--- src/rtl/vtm_pkg.sv ---
package vtm_pkg;
   // test selection address bits
   localparam int VTM_SEL_SELFTEST = 15;
   localparam int VTM_SEL_CORE_RST = 14;
   localparam int VTM_SEL_CLK_CLR  = 13;
   localparam int VTM_SEL_FORCE    = 12;
   localparam int VTM_ADDR_W       = 16;
   // self-test run length
   localparam int VTM_SELFTEST_CLOCKS = 4500;
   localparam int VTM_CNT_W           = 13;
   // signature analyser
   localparam int         VTM_SIG_W     = 16;
   localparam logic [15:0] VTM_SIG_SEED  = 16'hffff;
   localparam logic [15:0] VTM_SIG_POLY  = 16'h1021;
   // core pinout field widths
   localparam int VTM_CORE_MA_W = 14;
   localparam int VTM_CORE_RA_W = 5;
   localparam int VTM_DATA_W    = 8;
   // reset values
   localparam logic VTM_FORCE_RST = 1'b0;
   typedef enum logic [1:0] {VTM_IDLE, VTM_RUN, VTM_DONE} vtm_state_e;
endpackage

--- src/rtl/vtm_sync3.sv ---
`timescale 1ns/1ps
// three-stage input synchroniser; output changes once stages two and three agree
module vtm_sync3
   import vtm_pkg::*;
#(
   parameter int W = 1
) (
   // clock and reset
   input  wire logic         clock_in,
   input  wire logic         rstn_in,
   input  wire logic [W-1:0] rst_val_in,
   // data
   input  wire logic [W-1:0] async_in,
   output logic      [W-1:0] sync_out
);
   typedef struct packed {
      logic [W-1:0] s1;
      logic [W-1:0] s2;
      logic [W-1:0] s3;
      logic [W-1:0] q;
   } vtm_sync_s;
   vtm_sync_s st_r;
   vtm_sync_s st_nxt;

   always_comb begin
      st_nxt    = st_r;
      st_nxt.s1 = async_in;
      st_nxt.s2 = st_r.s1;
      st_nxt.s3 = st_r.s2;
      for (int i = 0; i < W; i++) begin
         if (st_r.s2[i] == st_r.s3[i]) begin
            st_nxt.q[i] = st_r.s3[i];
         end
      end
      if (!rstn_in) begin
         st_nxt = {4{rst_val_in}};
      end
   end

   always_ff @(posedge clock_in) begin
      st_r <= st_nxt;
   end

   assign sync_out = st_r.q;
endmodule

--- src/rtl/vtm_test_logic.sv ---
`timescale 1ns/1ps
// Contract
// - test operations start only while both cpu memory strobes are low together.
// - test condition with address 15 high exposes the core on pins and starts self-test.
// - the signature analysis runs with the core and sets pass after 4500 clocks if it matched.
// - in self-test mode the pass/fail bit drives the green video pin.
// - test condition with address 15 low and 14 high soft-resets the core.
// - test condition with address 15 low and 13 high clears clock generators and blink counter.
// - test condition with address 15 low writes address 12 into the force display bit.
// - system reset clears the force display bit.
// - in self-test core address 7..0, 8, 9, 10, 11..13 go to mem address, bank, we1, buffer, selects.
// - in self-test display, cursor, raster 0..4 and syncs go to their documented pins.
// - in self-test the core takes reset, read/write, enable, register select and data from pins.
// - in self-test the core clock is the inverted io/memory select pin.
module vtm_test_logic
   import vtm_pkg::*;
#(
   parameter int          SELFTEST_CLOCKS = VTM_SELFTEST_CLOCKS,
   parameter logic [15:0] EXPECT_SIG      = 16'h5a3c  // arbitrary golden signature
) (
   // clock and reset
   input  wire logic                     clock_in,
   input  wire logic                     rstn_in,
   // tester / cpu pins
   input  wire logic                     cpu_mem_read_strobe_n_in,
   input  wire logic                     cpu_mem_write_strobe_n_in,
   input  wire logic [VTM_ADDR_W-1:0]    sys_addr_in,
   input  wire logic                     system_reset_n_in,
   input  wire logic                     io_write_strobe_n_in,
   input  wire logic                     refresh_strobe_n_in,
   input  wire logic                     io_or_memory_select_in,
   input  wire logic [VTM_DATA_W-1:0]    cpu_data_bus_in,
   // embedded core outputs
   input  wire logic [VTM_CORE_MA_W-1:0] core_video_mem_addr_in,
   input  wire logic [VTM_CORE_RA_W-1:0] core_raster_row_addr_in,
   input  wire logic                     core_display_active_in,
   input  wire logic                     core_cursor_in,
   input  wire logic                     core_hsync_in,
   input  wire logic                     core_vsync_in,
   // normal-function pin values
   input  wire logic [7:0]               norm_video_mem_addr_in,
   input  wire logic                     norm_bank_select_in,
   input  wire logic                     norm_bank1_write_en_n_in,
   input  wire logic                     norm_bank0_write_en_n_in,
   input  wire logic                     norm_local_buffer_en_n_in,
   input  wire logic [2:0]               norm_dev_select_in,
   input  wire logic                     norm_row_strobe_n_in,
   input  wire logic                     norm_column_strobe_n_in,
   input  wire logic                     norm_red_in,
   input  wire logic                     norm_green_in,
   input  wire logic                     norm_intensity_in,
   input  wire logic                     norm_composite_sync_in,
   input  wire logic                     norm_composite_colour_in,
   input  wire logic                     norm_horiz_sync_in,
   input  wire logic                     norm_vert_sync_in,
   input  wire logic                     norm_display_active_in,
   // core control outputs
   output logic                          core_reset_n_out,
   output logic                          core_read_not_write_out,
   output logic                          core_enable_out,
   output logic                          core_reg_select_out,
   output logic                          core_select_n_out,
   output logic                          core_clock_out,
   output logic [VTM_DATA_W-1:0]         core_data_out,
   // timing side effects
   output logic                          clk_gen_clear_out,
   output logic                          display_active_out,
   output logic                          self_test_mode_out,
   // chip pins
   output logic [7:0]                    video_mem_addr_out,
   output logic                          bank_select_pin_out,
   output logic                          bank1_write_en_n_out,
   output logic                          bank0_write_en_n_out,
   output logic                          local_buffer_en_n_out,
   output logic [2:0]                    dev_select_out,
   output logic                          row_strobe_n_out,
   output logic                          column_strobe_n_out,
   output logic                          red_video_pin_out,
   output logic                          green_video_pin_out,
   output logic                          intensity_pin_out,
   output logic                          composite_sync_pin_out,
   output logic                          composite_colour_pin_out,
   output logic                          horiz_sync_pin_out,
   output logic                          vert_sync_pin_out
);
   localparam int PW = 22 + VTM_DATA_W;

   typedef struct packed {
      vtm_state_e             state;
      logic [VTM_CNT_W-1:0]   cnt;
      logic [VTM_SIG_W-1:0]   sig;
      logic                   pass;
      logic                   force_de;
      logic                   selftest;
      logic                   core_rst_n;
      logic                   clk_clr;
      logic                   core_rnw;
      logic                   core_en;
      logic                   core_rs;
      logic                   core_cs_n;
      logic                   core_clk;
      logic [VTM_DATA_W-1:0]  core_db;
      logic                   de_out;
      logic [7:0]             ma;
      logic                   bank;
      logic                   we1_n;
      logic                   we0_n;
      logic                   buf_n;
      logic [2:0]             sel;
      logic                   ras_n;
      logic                   cas_n;
      logic                   red;
      logic                   green;
      logic                   inten;
      logic                   csync;
      logic                   ccol;
      logic                   hs;
      logic                   vs;
   } vtm_state_s;

   vtm_state_s st_r;
   vtm_state_s st_nxt;

   // pin inputs resynchronised
   logic [PW-1:0] pin_raw;
   logic [PW-1:0] pin_s;
   logic [PW-1:0] pin_rst;
   assign pin_raw = {cpu_mem_read_strobe_n_in, cpu_mem_write_strobe_n_in, sys_addr_in,
                     system_reset_n_in, io_write_strobe_n_in, refresh_strobe_n_in,
                     io_or_memory_select_in, cpu_data_bus_in};
   assign pin_rst = {2'b11, 16'h0000, 4'hf, 8'h00};

   vtm_sync3 #(.W(PW)) u_sync (
      .clock_in   (clock_in),
      .rstn_in    (rstn_in),
      .rst_val_in (pin_rst),
      .async_in   (pin_raw),
      .sync_out   (pin_s)
   );

   logic                  rd_n;
   logic                  wr_n;
   logic [VTM_ADDR_W-1:0] addr;
   logic                  sys_rst_n;
   logic                  iow_n;
   logic                  rfsh_n;
   logic                  iom;
   logic [VTM_DATA_W-1:0] db;
   assign {rd_n, wr_n, addr, sys_rst_n, iow_n, rfsh_n, iom, db} = pin_s;

   logic test_cond;
   assign test_cond = !rd_n && !wr_n;

   function automatic logic [VTM_SIG_W-1:0] sig_step(input logic [VTM_SIG_W-1:0] s,
                                                     input logic [VTM_SIG_W-1:0] d);
      logic fb;
      fb       = s[VTM_SIG_W-1] ^ ^d;
      sig_step = {s[VTM_SIG_W-2:0], 1'b0} ^ (fb ? VTM_SIG_POLY : 16'h0000);
   endfunction

   logic [VTM_SIG_W-1:0] sig_data;
   assign sig_data = {core_video_mem_addr_in[7:0], core_raster_row_addr_in, core_display_active_in,
                      core_hsync_in, core_vsync_in};

   always_comb begin
      st_nxt            = st_r;
      st_nxt.selftest   = test_cond && addr[VTM_SEL_SELFTEST];
      st_nxt.core_rst_n = !(test_cond && !addr[VTM_SEL_SELFTEST]
                            && addr[VTM_SEL_CORE_RST]);
      st_nxt.clk_clr    = test_cond && !addr[VTM_SEL_SELFTEST] && addr[VTM_SEL_CLK_CLR];
      if (test_cond && !addr[VTM_SEL_SELFTEST]) begin
         st_nxt.force_de = addr[VTM_SEL_FORCE];
      end
      if (!sys_rst_n) begin
         st_nxt.force_de = VTM_FORCE_RST;
      end
      // self-test sequencing; result needs the full run
      case (st_r.state)
         VTM_IDLE: begin
            if (st_nxt.selftest) begin
               st_nxt.state = VTM_RUN;
               st_nxt.cnt   = '0;
               st_nxt.sig   = VTM_SIG_SEED;
               st_nxt.pass  = 1'b0;
            end
         end
         VTM_RUN: begin
            st_nxt.sig = sig_step(st_r.sig, sig_data);
            st_nxt.cnt = st_r.cnt + 1'b1;
            if (!st_nxt.selftest) begin
               st_nxt.state = VTM_IDLE;
            end else if (st_r.cnt == VTM_CNT_W'(SELFTEST_CLOCKS - 1)) begin
               st_nxt.pass  = (st_nxt.sig == EXPECT_SIG);
               st_nxt.state = VTM_DONE;
            end
         end
         VTM_DONE: begin
            if (!st_nxt.selftest) begin
               st_nxt.state = VTM_IDLE;
            end
         end
         default: st_nxt.state = VTM_IDLE;
      endcase
      // core control from pins
      st_nxt.core_rnw  = iow_n;
      st_nxt.core_en   = !rfsh_n;
      st_nxt.core_rs   = addr[0];
      st_nxt.core_cs_n = !st_nxt.selftest;
      st_nxt.core_clk  = st_nxt.selftest ? !iom : 1'b0;
      st_nxt.core_db   = db;
      if (st_nxt.selftest) begin
         st_nxt.core_rst_n = sys_rst_n;
      end
      st_nxt.de_out = st_nxt.force_de || norm_display_active_in;
      // pin multiplexing
      if (st_nxt.selftest) begin
         st_nxt.ma    = core_video_mem_addr_in[7:0];
         st_nxt.bank  = core_video_mem_addr_in[8];
         st_nxt.we1_n = core_video_mem_addr_in[9];
         st_nxt.buf_n = core_video_mem_addr_in[10];
         st_nxt.sel   = core_video_mem_addr_in[13:11];
         st_nxt.csync = core_display_active_in;
         st_nxt.ccol  = core_cursor_in;
         st_nxt.ras_n = core_raster_row_addr_in[0];
         st_nxt.cas_n = core_raster_row_addr_in[1];
         st_nxt.red   = core_raster_row_addr_in[2];
         st_nxt.inten = core_raster_row_addr_in[3];
         st_nxt.we0_n = core_raster_row_addr_in[4];
         st_nxt.hs    = core_hsync_in;
         st_nxt.vs    = core_vsync_in;
         st_nxt.green = (st_r.state == VTM_DONE) && st_r.pass;
      end else begin
         st_nxt.ma    = norm_video_mem_addr_in;
         st_nxt.bank  = norm_bank_select_in;
         st_nxt.we1_n = norm_bank1_write_en_n_in;
         st_nxt.buf_n = norm_local_buffer_en_n_in;
         st_nxt.sel   = norm_dev_select_in;
         st_nxt.csync = norm_composite_sync_in;
         st_nxt.ccol  = norm_composite_colour_in;
         st_nxt.ras_n = norm_row_strobe_n_in;
         st_nxt.cas_n = norm_column_strobe_n_in;
         st_nxt.red   = norm_red_in;
         st_nxt.inten = norm_intensity_in;
         st_nxt.we0_n = norm_bank0_write_en_n_in;
         st_nxt.hs    = norm_horiz_sync_in;
         st_nxt.vs    = norm_vert_sync_in;
         st_nxt.green = norm_green_in;
      end
      if (!rstn_in) begin
         st_nxt            = '0;
         st_nxt.state      = VTM_IDLE;
         st_nxt.core_rst_n = 1'b1;
         st_nxt.core_rnw   = 1'b1;
         st_nxt.core_cs_n  = 1'b1;
         st_nxt.we1_n      = 1'b1;
         st_nxt.we0_n      = 1'b1;
         st_nxt.buf_n      = 1'b1;
         st_nxt.ras_n      = 1'b1;
         st_nxt.cas_n      = 1'b1;
      end
   end

   always_ff @(posedge clock_in) begin
      st_r <= st_nxt;
   end

   assign core_reset_n_out         = st_r.core_rst_n;
   assign core_read_not_write_out  = st_r.core_rnw;
   assign core_enable_out          = st_r.core_en;
   assign core_reg_select_out      = st_r.core_rs;
   assign core_select_n_out        = st_r.core_cs_n;
   assign core_clock_out           = st_r.core_clk;
   assign core_data_out            = st_r.core_db;
   assign clk_gen_clear_out        = st_r.clk_clr;
   assign display_active_out       = st_r.de_out;
   assign self_test_mode_out       = st_r.selftest;
   assign video_mem_addr_out       = st_r.ma;
   assign bank_select_pin_out      = st_r.bank;
   assign bank1_write_en_n_out     = st_r.we1_n;
   assign bank0_write_en_n_out     = st_r.we0_n;
   assign local_buffer_en_n_out    = st_r.buf_n;
   assign dev_select_out           = st_r.sel;
   assign row_strobe_n_out         = st_r.ras_n;
   assign column_strobe_n_out      = st_r.cas_n;
   assign red_video_pin_out        = st_r.red;
   assign green_video_pin_out      = st_r.green;
   assign intensity_pin_out        = st_r.inten;
   assign composite_sync_pin_out   = st_r.csync;
   assign composite_colour_pin_out = st_r.ccol;
   assign horiz_sync_pin_out       = st_r.hs;
   assign vert_sync_pin_out        = st_r.vs;
endmodule

--- config.mk ---
export PLATFORM = sky130hd
export DESIGN_NAME = vtm_test_logic
export DESIGN_NICKNAME = d
export VERILOG_FILES = /design/src/rtl/vtm_pkg.sv /design/src/rtl/vtm_sync3.sv /design/src/rtl/vtm_test_logic.sv
export SDC_FILE = /design/constraint.sdc
export NUM_CORES = 1
export LEC_CHECK = 0
export BUFFER_PORTS_ARGS = -buffer_cell sky130_fd_sc_hd__buf_4
export CAP_MARGIN = 20
export CORE_MARGIN = 5
export CORE_UTILIZATION = 25
export CTS_BUF_LIST = sky130_fd_sc_hd__clkbuf_2
export CTS_CLUSTER_SIZE = 25
export DETAILED_ROUTE_END_ITERATION = 16
export PLACE_DENSITY_LB_ADDON = 0.15
export SLEW_MARGIN = 20
export SYNTH_ARGS = -nofsm -noshare
export SYNTH_HDL_FRONTEND = slang
export SYNTH_SLANG_ARGS = --single-unit
--- constraint.sdc ---
create_clock -name clock_in -period 2.65 [get_ports clock_in]
set_input_delay 0.795 -clock clock_in [delete_from_list [all_inputs] [get_ports clock_in]]
set_output_delay 0.795 -clock clock_in [all_outputs]
set_load 0.02 [all_outputs]
* After elaboration in Yosys (flattened, before gate mapping) *
Cells that the tools add are included.

storage, ports and cells
  register bits = 183
  input bits = 80
  word-level logic and storage cells = 117

operators by class
  add/subtract/negate cells = 1
  equality and inequality tests = 28
  mux-type cells = 13
  bitwise operators = 2
  reductions and logical operators = 21

operator list
  operator                 number
  $pmux W30 S2             1
  $mux W32                 1
  $mux W24                 1
  $eq A1 B1 Y1             19
  $eq A16 B15 Y1 const B   1
  $reduce_xor A16 Y1       1
  $xor A16 B13 Y16         1
  $add A13 B1 Y13 const B  1
  $eq A13 B13 Y1 const B   1
  $mux W13                 1
  $ne A2 B2 Y1 const B     4
  $logic_not A1 Y1         7
  $logic_and A1 B1 Y1      6
  $mux W2                  3
  $pmux W2 S3              1
  $mux W1                  5
  $reduce_and A2 Y1        2
  $reduce_and A4 Y1        1
  $ne A3 B3 Y1 const B     1
  $reduce_and A3 Y1        1
  $eq A2 B1 Y1 const B     1
  $eq A2 B2 Y1 const B     1
  $logic_not A2 Y1         1
  $reduce_bool A2 Y1       1
  2 further kinds          2

* Logic depth before layout (Yosys ltp) *
Gate-level depths: netlist of the first run.

  word-level depth = 8
  gate-level depth with buffers = 8
  mapped depth without buffers = 7

* Modules after synthesis *
A second synthesis of the first run with hierarchy kept.

unflattened totals
  cell total of the unflattened synthesis = 834
  area total of the unflattened synthesis = 7662.3 um^2

modules (own cells, without submodules)
  module          times used  cells each  area each (um^2)  seq. area each (um^2)
  vtm_sync3       1           500         4689.5            2702.6
  vtm_test_logic  1           334         2972.9            1481.4

* Worst setup path after synthesis of the first run *
No wires, ideal clock.

  path type = in2reg
  from = input port core_hsync_in
  to = register st_r[48] (netlist name)
  data arrival time = 1919 ps
  required time = 2580 ps
  setup slack = 661 ps
  stages = 6
  path through = xnor2_1 -> xnor2_1 -> xnor2_1 -> xnor3_2 -> xor2_1 -> a21oi_1

on the way
  longest elaborated chain between the ends = 5

ends and longest elaborated chain
  element               line                   source
  from (decl)           vtm_test_logic.sv:38   input wire logic core_hsync_in,
  $reduce_xor A16 Y1    vtm_test_logic.sv:157  fb = s[VTM_SIG_W-1] ^ ^d;
  $xor A1 B1 Y1         vtm_test_logic.sv:157
  $mux W13              vtm_test_logic.sv:158  sig_step = {s[VTM_SIG_W-2:0], 1'b0} ^ (fb ? VTM_SIG_POLY : 16'h0000);
  $xor A16 B13 Y16      vtm_test_logic.sv:158
  $pmux W30 S2          vtm_test_logic.sv:178  case (st_r.state)
  to (signal assigned)  vtm_test_logic.sv:264  st_r <= st_nxt;
  to (decl)             vtm_test_logic.sv:121  vtm_state_s st_r;

Every way passes these cells.
A chain may end at the register's enable or synchronous reset.

* Worst setup path after layout of the first run *
  from = register st_r (netlist bit core_data_out[5])
  to = output port core_data_out[5]

RTL lines
  element    line                  source
  to (decl)  vtm_test_logic.sv:64  output logic [VTM_DATA_W-1:0] core_data_out,

No word-level cell between the ends.

==> results.tsv, run 1 <==
metric	value	unit
fin_worst_skew	0.0257	ns
synth_top_family_by_area	simple AND/OR/NAND/NOR gates	
status	finished, final reports clean	
synth-xor-area-share	0.0312	
rsz0062_at_grt	no	
fillCellCount	2219	
use_met2	0.151	
path_cells	buf_4	
vdd_drop_max	0.237	mV
synth_adder_area_share	0.00238	
grt_pass1_wl	18000	µm
relSlewSlack	0.599	
area_growth	23.3	%
max_stage_delay	0.37	ns
worst-setup-path-type	reg -> out	
clk_latency	0.69	ns
synth_cells	531	
hold_end	u_sync.st_r[100]	
yosys-top-cells-area	dfxtp_1 57%, and2_1 6.3%, nand2_1 5.6%	
rr_worst_depth	7	
synth_top_cell_by_area	dfxtp_1	
hold_buffers	0	
synthMuxAreaShare	0.00571	
clkSlewWorstSetupHoldPaths	0.24	ns
yosys_register_bits	150	
drc	0	
synth_compound_area_frac	0.131	
overflow	0	
p_leak	2.61	nW
grt_use_total	0.0935	
drtIter0Drc	172	
slowest_stage	dfxtp_1	
cts_sinks	150	
tightestPinTransition	0.602	ns
synth_nets	612	
via_per_inst	4.13	
post_synth.cell_area_avg	9.90	µm²
hold_depth	2	
gp_congestion	0.778	
post_cts_buffers	0	
htree_num_levels	4	
grt_pass1_vias	3753	
min_from	io_write_strobe_n_in	
synth.distinct_cells	42	
antenna_found_initial	1	
hpwl	7580	µm
arrival	1.20	ns
num_vias	3745	
crit_family	flip-flops	
whs	0.277	ns
first_pass_iters	4	
yosysWarnings	0	
cp.required	1.86	ns
cts_root_buf	clkbuf_2	
ctsResizeCount	0	
rrSetupSlack	0.70	ns
grt_max_degree	77	
fin_crit_sh	0.753	
timing.rr.end	st_r[42]	
synth_top_area_frac	0.571	
fmax	501	MHz
use_met3	0.0356	
hold_viol	0	
fin_total_pwr	4.03	mW
mostFrequentLayoutCells	150 x dfxtp_1, 115 x buf_4, 79 x nand2_1	
ant_nets	0	
seqCellArea	3000	µm²
slew_violations	0	
hp-class	in -> reg	
critPathBufInv	1	
nNetsFinal	699	
final_common_cell	dfxtp_1	
initial_utilization	0.252	
fp.coreArea	20900	µm²
multi_input_area	1970	µm²
drive_gt1_frac	0.257	
placementRows	53	
met1_usage	0.113	
cts_tree	built	
r2r-start	st_r[59]	
yosysSeqAreaShare	0.571	
wire_per_inst	12.1	µm
die_w	155	µm
pwr_density_cell	622	nW/µm²
drv_cap	0	
cts_made_buffers	17	
die_area	24000	µm²
setup_viol	0	
wirelength	11000	µm
gr-max-usage-layer	met2	
path_max_fanout	1	
io_buffers	109	
clock_path_buffers	2	
die_h	155	µm
syn_area	5260	µm²
startpoint_type	flop	
synth_simple_gate_area_frac	0.205	
io_pins	121	
crit_path_end_kind	output pin	
finalSetupTns	0	ns
period_needed	1.99	ns
[final cells by class]
cell class,count,area share
diodes,1,0.000386
flip-flops and latches,150,0.463
clock buffers,18,0.0139
well taps,275,0.0531
inverters,3,0.00174
multi-input cells,330,0.304
repair buffers,116,0.136
clock inverters,14,0.0270
[state kept, by name, summed over array words and instances, names as in the netlist, 3 cells and up]
name,cells
u_sync.st_r,57
core_data_out,8
u_sync.sync_out,19
video_mem_addr_out,8
st_r,33
dev_select_out,3
[through the flow]
stage                     area (µm²)  setup WS, ns  utilization  instances
after global routing            6480         0.464        0.310        907
final                           6480         0.656        0.310        907
after detailed placement        6210         0.389        0.298        874
after floorplan                 5260         0.661            -        531
after CTS                       6480         0.495        0.310        906
after global placement          6210         0.361        0.298        874
[Yosys cell counts]
| master | count |
|---|---|
| nor4b_1 | 1 |
| and2_1 | 53 |
| mux2i_1 | 3 |
| a21o_1 | 1 |
| nand2b_1 | 21 |
| clkbuf_1 | 25 |
| a211oi_1 | 1 |
| ha_1 | 1 |
| nor2b_2 | 1 |
| a22oi_1 | 1 |
| a21boi_0 | 32 |
| o221a_2 | 13 |
| or2b_1 | 1 |
| o21a_1 | 1 |
| nand4b_1 | 1 |
| and2b_1 | 1 |
| xnor2_1 | 12 |
| buf_6 | 2 |
| nand4_1 | 4 |
| xor2_1 | 4 |
| or2_1 | 1 |
| dfxtp_1 | 150 |
| nand3_2 | 1 |
| a21oi_1 | 14 |
| buf_4 | 19 |
| nand2_1 | 79 |
| nor3_1 | 4 |
| nor2b_1 | 5 |
| or3_1 | 4 |
| and3_1 | 3 |
| nor2_1 | 16 |
| buf_2 | 2 |
| nand3_1 | 10 |
| inv_1 | 3 |
| o21ai_1 | 1 |
| nor4bb_1 | 2 |
| o211a_1 | 1 |
| a21boi_1 | 3 |
| nor4_1 | 2 |
| o21ai_0 | 28 |
| xnor3_2 | 1 |
| o211ai_1 | 3 |
[kinds of logic after synthesis]
kind of cell	count (synthesis)
and+or+nand+nor	210
DFF	150
AOI/OAI and AO/OA	99
buffers and inverters	51
xor gates and xnor gates	17
muxes	3
adders and majority gates	1
[report_power, final]
part / switching, mW / total, mW / internal, mW
combinational: 0.142 / 0.317 / 0.175
sequential: 0.0179 / 2.33 / 2.32
clock: 0.839 / 1.38 / 0.539
total: 0.999 / 4.03 / 3.03
[layer usage]
layer	vias up	share of wire	routed length (µm)
met5	-	0	0
met4	0	0.012	127
met3	8	0.061	675
met2	94	0.46	5090
met1	1722	0.46	5090
li1	1921	-	-
[worst max path at each step]
stage / startpoint / end / slack [ns] / cells past startpoint
2_1_floorplan: core_hsync_in / st_r[48] / 0.66 / 6
3_3_place_gp: core_hsync_in / st_r[48] / 0.36 / 7
3_5_place_dp: core_hsync_in / st_r[48] / 0.39 / 7
4_1_cts: core_enable_out / core_enable_out / 0.50 / 1
5_1_grt: u_sync.sync_out[28] / st_r[48] / 0.46 / 6
6_report: core_data_out[5] / core_data_out[5] / 0.66 / 1
Power figures use the tool's default switching activity.
==> run 2, diff against run 1 <==
- clock period: 2.65 -> 2 ns (I/O delays scaled with it)
==> run 2 against run 1 <==
  * Die area stayed put
  * First-iteration DRC count grew 5.8%
  * Design area rose by 6.1%
  * Count of clock-buffer cells in the layout is 1 higher
  * Worst hold slack worse by 0.15 ns
  * Clock skew up 0.013 ns
  * Clock power rose by 44%
  * Cell count up 4.3%
  * Sequential cell count unchanged
  * Global-route usage rose by 0.36 points
  * Critical path depth did not move
  * Critical path type unchanged
  * Critical endpoint is now core_reset_n_out
  * Largest power group unchanged
==> results.tsv, run 2 (same netlist as run 1, synthesis figures left out) <==
metric	value	unit
worst-setup-path-type	reg -> out	
slowest_stage	dfxtp_1	
drive_gt1_frac	0.261	
rsz0062_at_grt	no	
tightestPinTransition	0.647	ns
die_w	155	µm
drtIter0Drc	182	
die_area	24000	µm²
grt_use_total	0.0971	
instances_no_fill	946	
critPathBufInv	1	
status	finished, final reports clean	
clkSlewWorstSetupHoldPaths	0.24	ns
path_max_fanout	1	
arrival	1.21	ns
hold_viol	0	
pwr_density_cell	808	nW/µm²
gp_congestion	0.796	
fin_worst_skew	0.0384	ns
cts_root_buf	clkbuf_2	
nNetsFinal	738	
cts_sinks	150	
num_vias	3897	
fin_total_pwr	5.55	mW
die_h	155	µm
grt_pass1_vias	3889	
antenna_found_initial	1	
post_cts_buffers	0	
first_pass_iters	4	
crit_family	flip-flops	
grt_pass1_wl	18800	µm
mostFrequentLayoutCells	150 x dfxtp_1, 125 x buf_4, 79 x nand2_1	
grt_max_degree	54	
hp-class	in -> reg	
clk_latency	0.70	ns
wirelength	11400	µm
overflow	0	
via_per_inst	4.12	
dp_slack	-0.105	ns
placementRows	53	
slew_violations	0	
io_pins	121	
drc	0	
wl_met1	5320	µm
path_depth	1	
fin_crit_sh	0.905	
fin_ws	0.190	ns
hpwl	7970	µm
area_growth	30.8	%
setup_viol	0	
fmax	552	MHz
hold_depth	3	
largest_register_ffs	57	
io_buffers	109	
initial_utilization	0.252	
startpoint_type	flop	
wire_per_inst	12.0	µm
drv_cap	0	
finish.utilization	0.329	
regMostFlops	u_sync.st_r	
wl_met2	5080	µm
max_stage_delay	0.37	ns
fp.coreArea	20900	µm²
path_cells	buf_4	
vdd_drop_max	0.266	mV
final_common_cell	dfxtp_1	
place_inst	884	
dr_wl_met3	824	µm
cp.required	1.40	ns
htree_num_levels	4	
rr_worst_depth	8	
period_needed	1.81	ns
ant_nets	0	
finalSetupTns	0	ns
crit_path_end_kind	output pin	
highest_layer	met4	
clock_path_buffers	2	
p_leak	2.79	nW
cts_tree	built	
cts_made_buffers	17	
relSlewSlack	0.569	
## run 2: cell type report
type                       instances  area, µm²
clock buffer                      19       95.1
sequential                       150       3000
inverter                           3       11.3
multi-input combinational        330       1980
tap                              275        344
fill                            2163      14000
antenna                            1       2.50
timing repair buffer             155       1250
clock inverter                    13        195
## run 2: worst min-delay path: stages
cell and delay (ns):
buf_4 0.10, nand2_1 0.04, a21boi_0 0.06
## run 2: path summary, 6_finish.rpt
check / from / end / slack (ns)
min reg2reg: u_sync.st_r[100] / u_sync.st_r[70] / 0.44
max: core_reset_n_out / core_reset_n_out / 0.19
max reg2reg: st_r[59] / st_r[42] / 0.22
min: norm_composite_colour_in / composite_colour_pin_out / 0.13
## run 2: power by group
group / switching, mW / leakage, nW / internal [mW]
clock: 1.13 / 0.161 / 0.852
sequential: 0.0230 / 1.23 / 3.07
combinational: 0.202 / 1.41 / 0.275
total: 1.36 / 2.79 / 4.20
## run 2: timing repair
action,in CTS,in global routing
resized for setup,0,1
endpoints found under the setup margin,0,2
endpoints found under the hold margin,27,0
hold buffers,29,0
## run 2: stage by stage
step                hold slack (ns)  cell area [µm²]
detailed placement            0.399             6290
global route                0.00288             6880
finish                        0.127             6880
floorplan                     0.386             5260
CTS                        0.000392             6870
global placement              0.394             6290
## run 2: metal layers
layer  vias to the layer above  global-route usage
met5                         -                   0
met4                         0              0.0353
met3                        10              0.0373
met1                      1778               0.122
met2                       106               0.152
li1                       2003                   -
==> run 3, diff against run 2 <==
- clock period: 2 -> 1.6 ns (I/O delays scaled with it)
==> run 3 against run 2 <==
  * The run now ends with negative setup slack left
  * Clock skew rose by 0.0035 ns
  * Worst hold slack lost 0.024 ns
  * Via count is 5.7% higher
  * Combinational power increased by 47%
  * Sequential power rose by 26%
  * Sequential share of layout area fell by 3.6 points
  * Non-clock buffer count is 48 higher
  * Utilization increased by 3.7 points
  * Register-to-register slack got worse by 0.16 ns
  * Routed wire length up 5.5%
  * Cell count rose by 5.2%
  * Global-route usage increased by 0.46 points
  * Critical endpoint is now core_data_out[6]
  * Highest routed layer unchanged
==> results.tsv, run 3 (same netlist as run 1, synthesis figures left out) <==
metric	value	unit
status	finished with violations	
failed_checks	negative setup slack	
clock_path_buffers	2	
whs	0.103	ns
rr_worst_depth	6	
fin_worst_skew	0.0419	ns
io_pins	121	
relSlewSlack	0.715	
nNetsFinal	786	
clkSlewWorstSetupHoldPaths	0.24	ns
crit_path_end_kind	output pin	
area_growth	45.4	%
path_max_fanout	1	
fp.coreArea	20900	µm²
intPower	5.03	mW
cts_sinks	150	
wire_per_inst	12.1	µm
hpwl	7860	µm
pwr-share-comb	0.104	
via_per_inst	4.14	
p_switching	1.72	mW
hold_depth	2	
htree_num_levels	4	
hp-class	in -> reg	
worst-setup-path-type	reg -> out	
antenna_found_initial	1	
final_common_cell	dfxtp_1	
initial_utilization	0.252	
cp.required	1.12	ns
clockPowerShare	0.322	
arrival	1.19	ns
die_w	155	µm
io_buffers	109	
grt_max_degree	56	
stdcell_area	7640	µm²
slew_violations	0	
pwr-share-seq	0.574	
die_area	24000	µm²
path_cells	buf_6	
vdd_drop_max	0.410	mV
critPathBufInv	1	
drive_gt1_frac	0.348	
gp_congestion	0.803	
die_h	155	µm
cts_root_buf	clkbuf_2	
drv_cap	0	
setup_viol	43	
startpoint_type	flop	
path_depth	1	
instances_no_fill	995	
first_pass_iters	5	
hold_viol	0	
period_needed	1.67	ns
place_inst	897	
drc	0	
largest_register_ffs	57	
regMostFlops	u_sync.st_r	
ant_nets	0	
tightestPinTransition	0.427	ns
slowest_stage	dfxtp_2	
crit_family	flip-flops	
pwr_density_cell	883	nW/µm²
grt_use_total	0.102	
finalSetupTns	-1.80	ns
placementRows	53	
cts_tree	built	
fin_crit_sh	1.04	
mostFrequentLayoutCells	104 x dfxtp_1, 95 x buf_4, 78 x nand2_1	
clk_latency	0.69	ns
fin_ws	-0.0701	ns
p_leak	3.11	nW
overflow	0	
fmax	599	MHz
sw_frac_of_total	0.255	
max_stage_delay	0.38	ns
grt_pass1_wl	19900	µm
grt_pass1_vias	4185	
cts_made_buffers	17	
num_vias	4121	
rsz0062_at_grt	yes	
drtIter0Drc	209	
wirelength	12000	µm
placed_cell_area	6410	µm²
==> run 3: changes by cell type in the layout (fill, tap and decap cells not counted), sizes merged, moves of 2 or more <==
cell,previous run,this run
bufinv,4,2
dlygate4sd3,29,61
dlymetal6s4s,0,4
buf,126,138
clkinv,1,4
==> run 3: timing repair <==
action	in CTS	in global routing
hold buffers	65	0
hold endpoints to repair	44	0
setup endpoints to repair	50	66
gates resized for setup	90	27
setup buffers	0	3
pin swaps	2	20
==> run 3: worst paths after layout <==
| kind | from | endpoint | slack, ns |
|---|---|---|---|
| hold reg to reg | u_sync.sync_out[9] | core_enable_out | 0.42 |
| hold / removal | rstn_in | u_sync.sync_out[8] | 0.10 |
| setup reg to reg | st_r[60] | st_r[67] | 0.06 |
| setup / recovery | core_data_out[6] | core_data_out[6] | -0.07 |
==> run 3: layout make-up <==
class                           count  area [µm²]
Multi-Input combinational cell    330        2100
Timing Repair Buffer              203        1870
Sequential cell                   150        3070
Clock buffer                       19        95.1
Inverter                            3        11.3
Tap cell                          275         344
Fill cell                        2095       13200
Antenna cell                        2        5.00
Clock inverter                     13         149
==> run 3: per-stage QoR <==
step | setup WS [ns] | util | total power, mW
2_1_floorplan | -0.0584 | - | 4.24
3_3_place_gp | -0.311 | 0.307 | 4.48
3_5_place_dp | -0.300 | 0.307 | 4.49
4_1_cts | -0.189 | 0.361 | 6.90
5_1_grt | -0.233 | 0.366 | 7.14
6_report | -0.0701 | 0.366 | 6.75
==> run 3: per-layer routing <==
metal	vias up	part of all wire	track usage
met5	-	0	0
met2	91	0.47	0.166
met1	1925	0.46	0.126
met3	13	0.057	0.0323
met4	0	0.017	0.0391
li1	2092	-	-
==> run 3: power groups by stage <==
stage,sequential (mW),clock [mW],combinational (mW)
6_report,3.88,2.17,0.701
3_5_place_dp,3.94,0,0.547
2_1_floorplan,3.96,0,0.287
4_1_cts,3.88,2.32,0.699
3_3_place_gp,3.94,0,0.543
5_1_grt,3.89,2.48,0.767
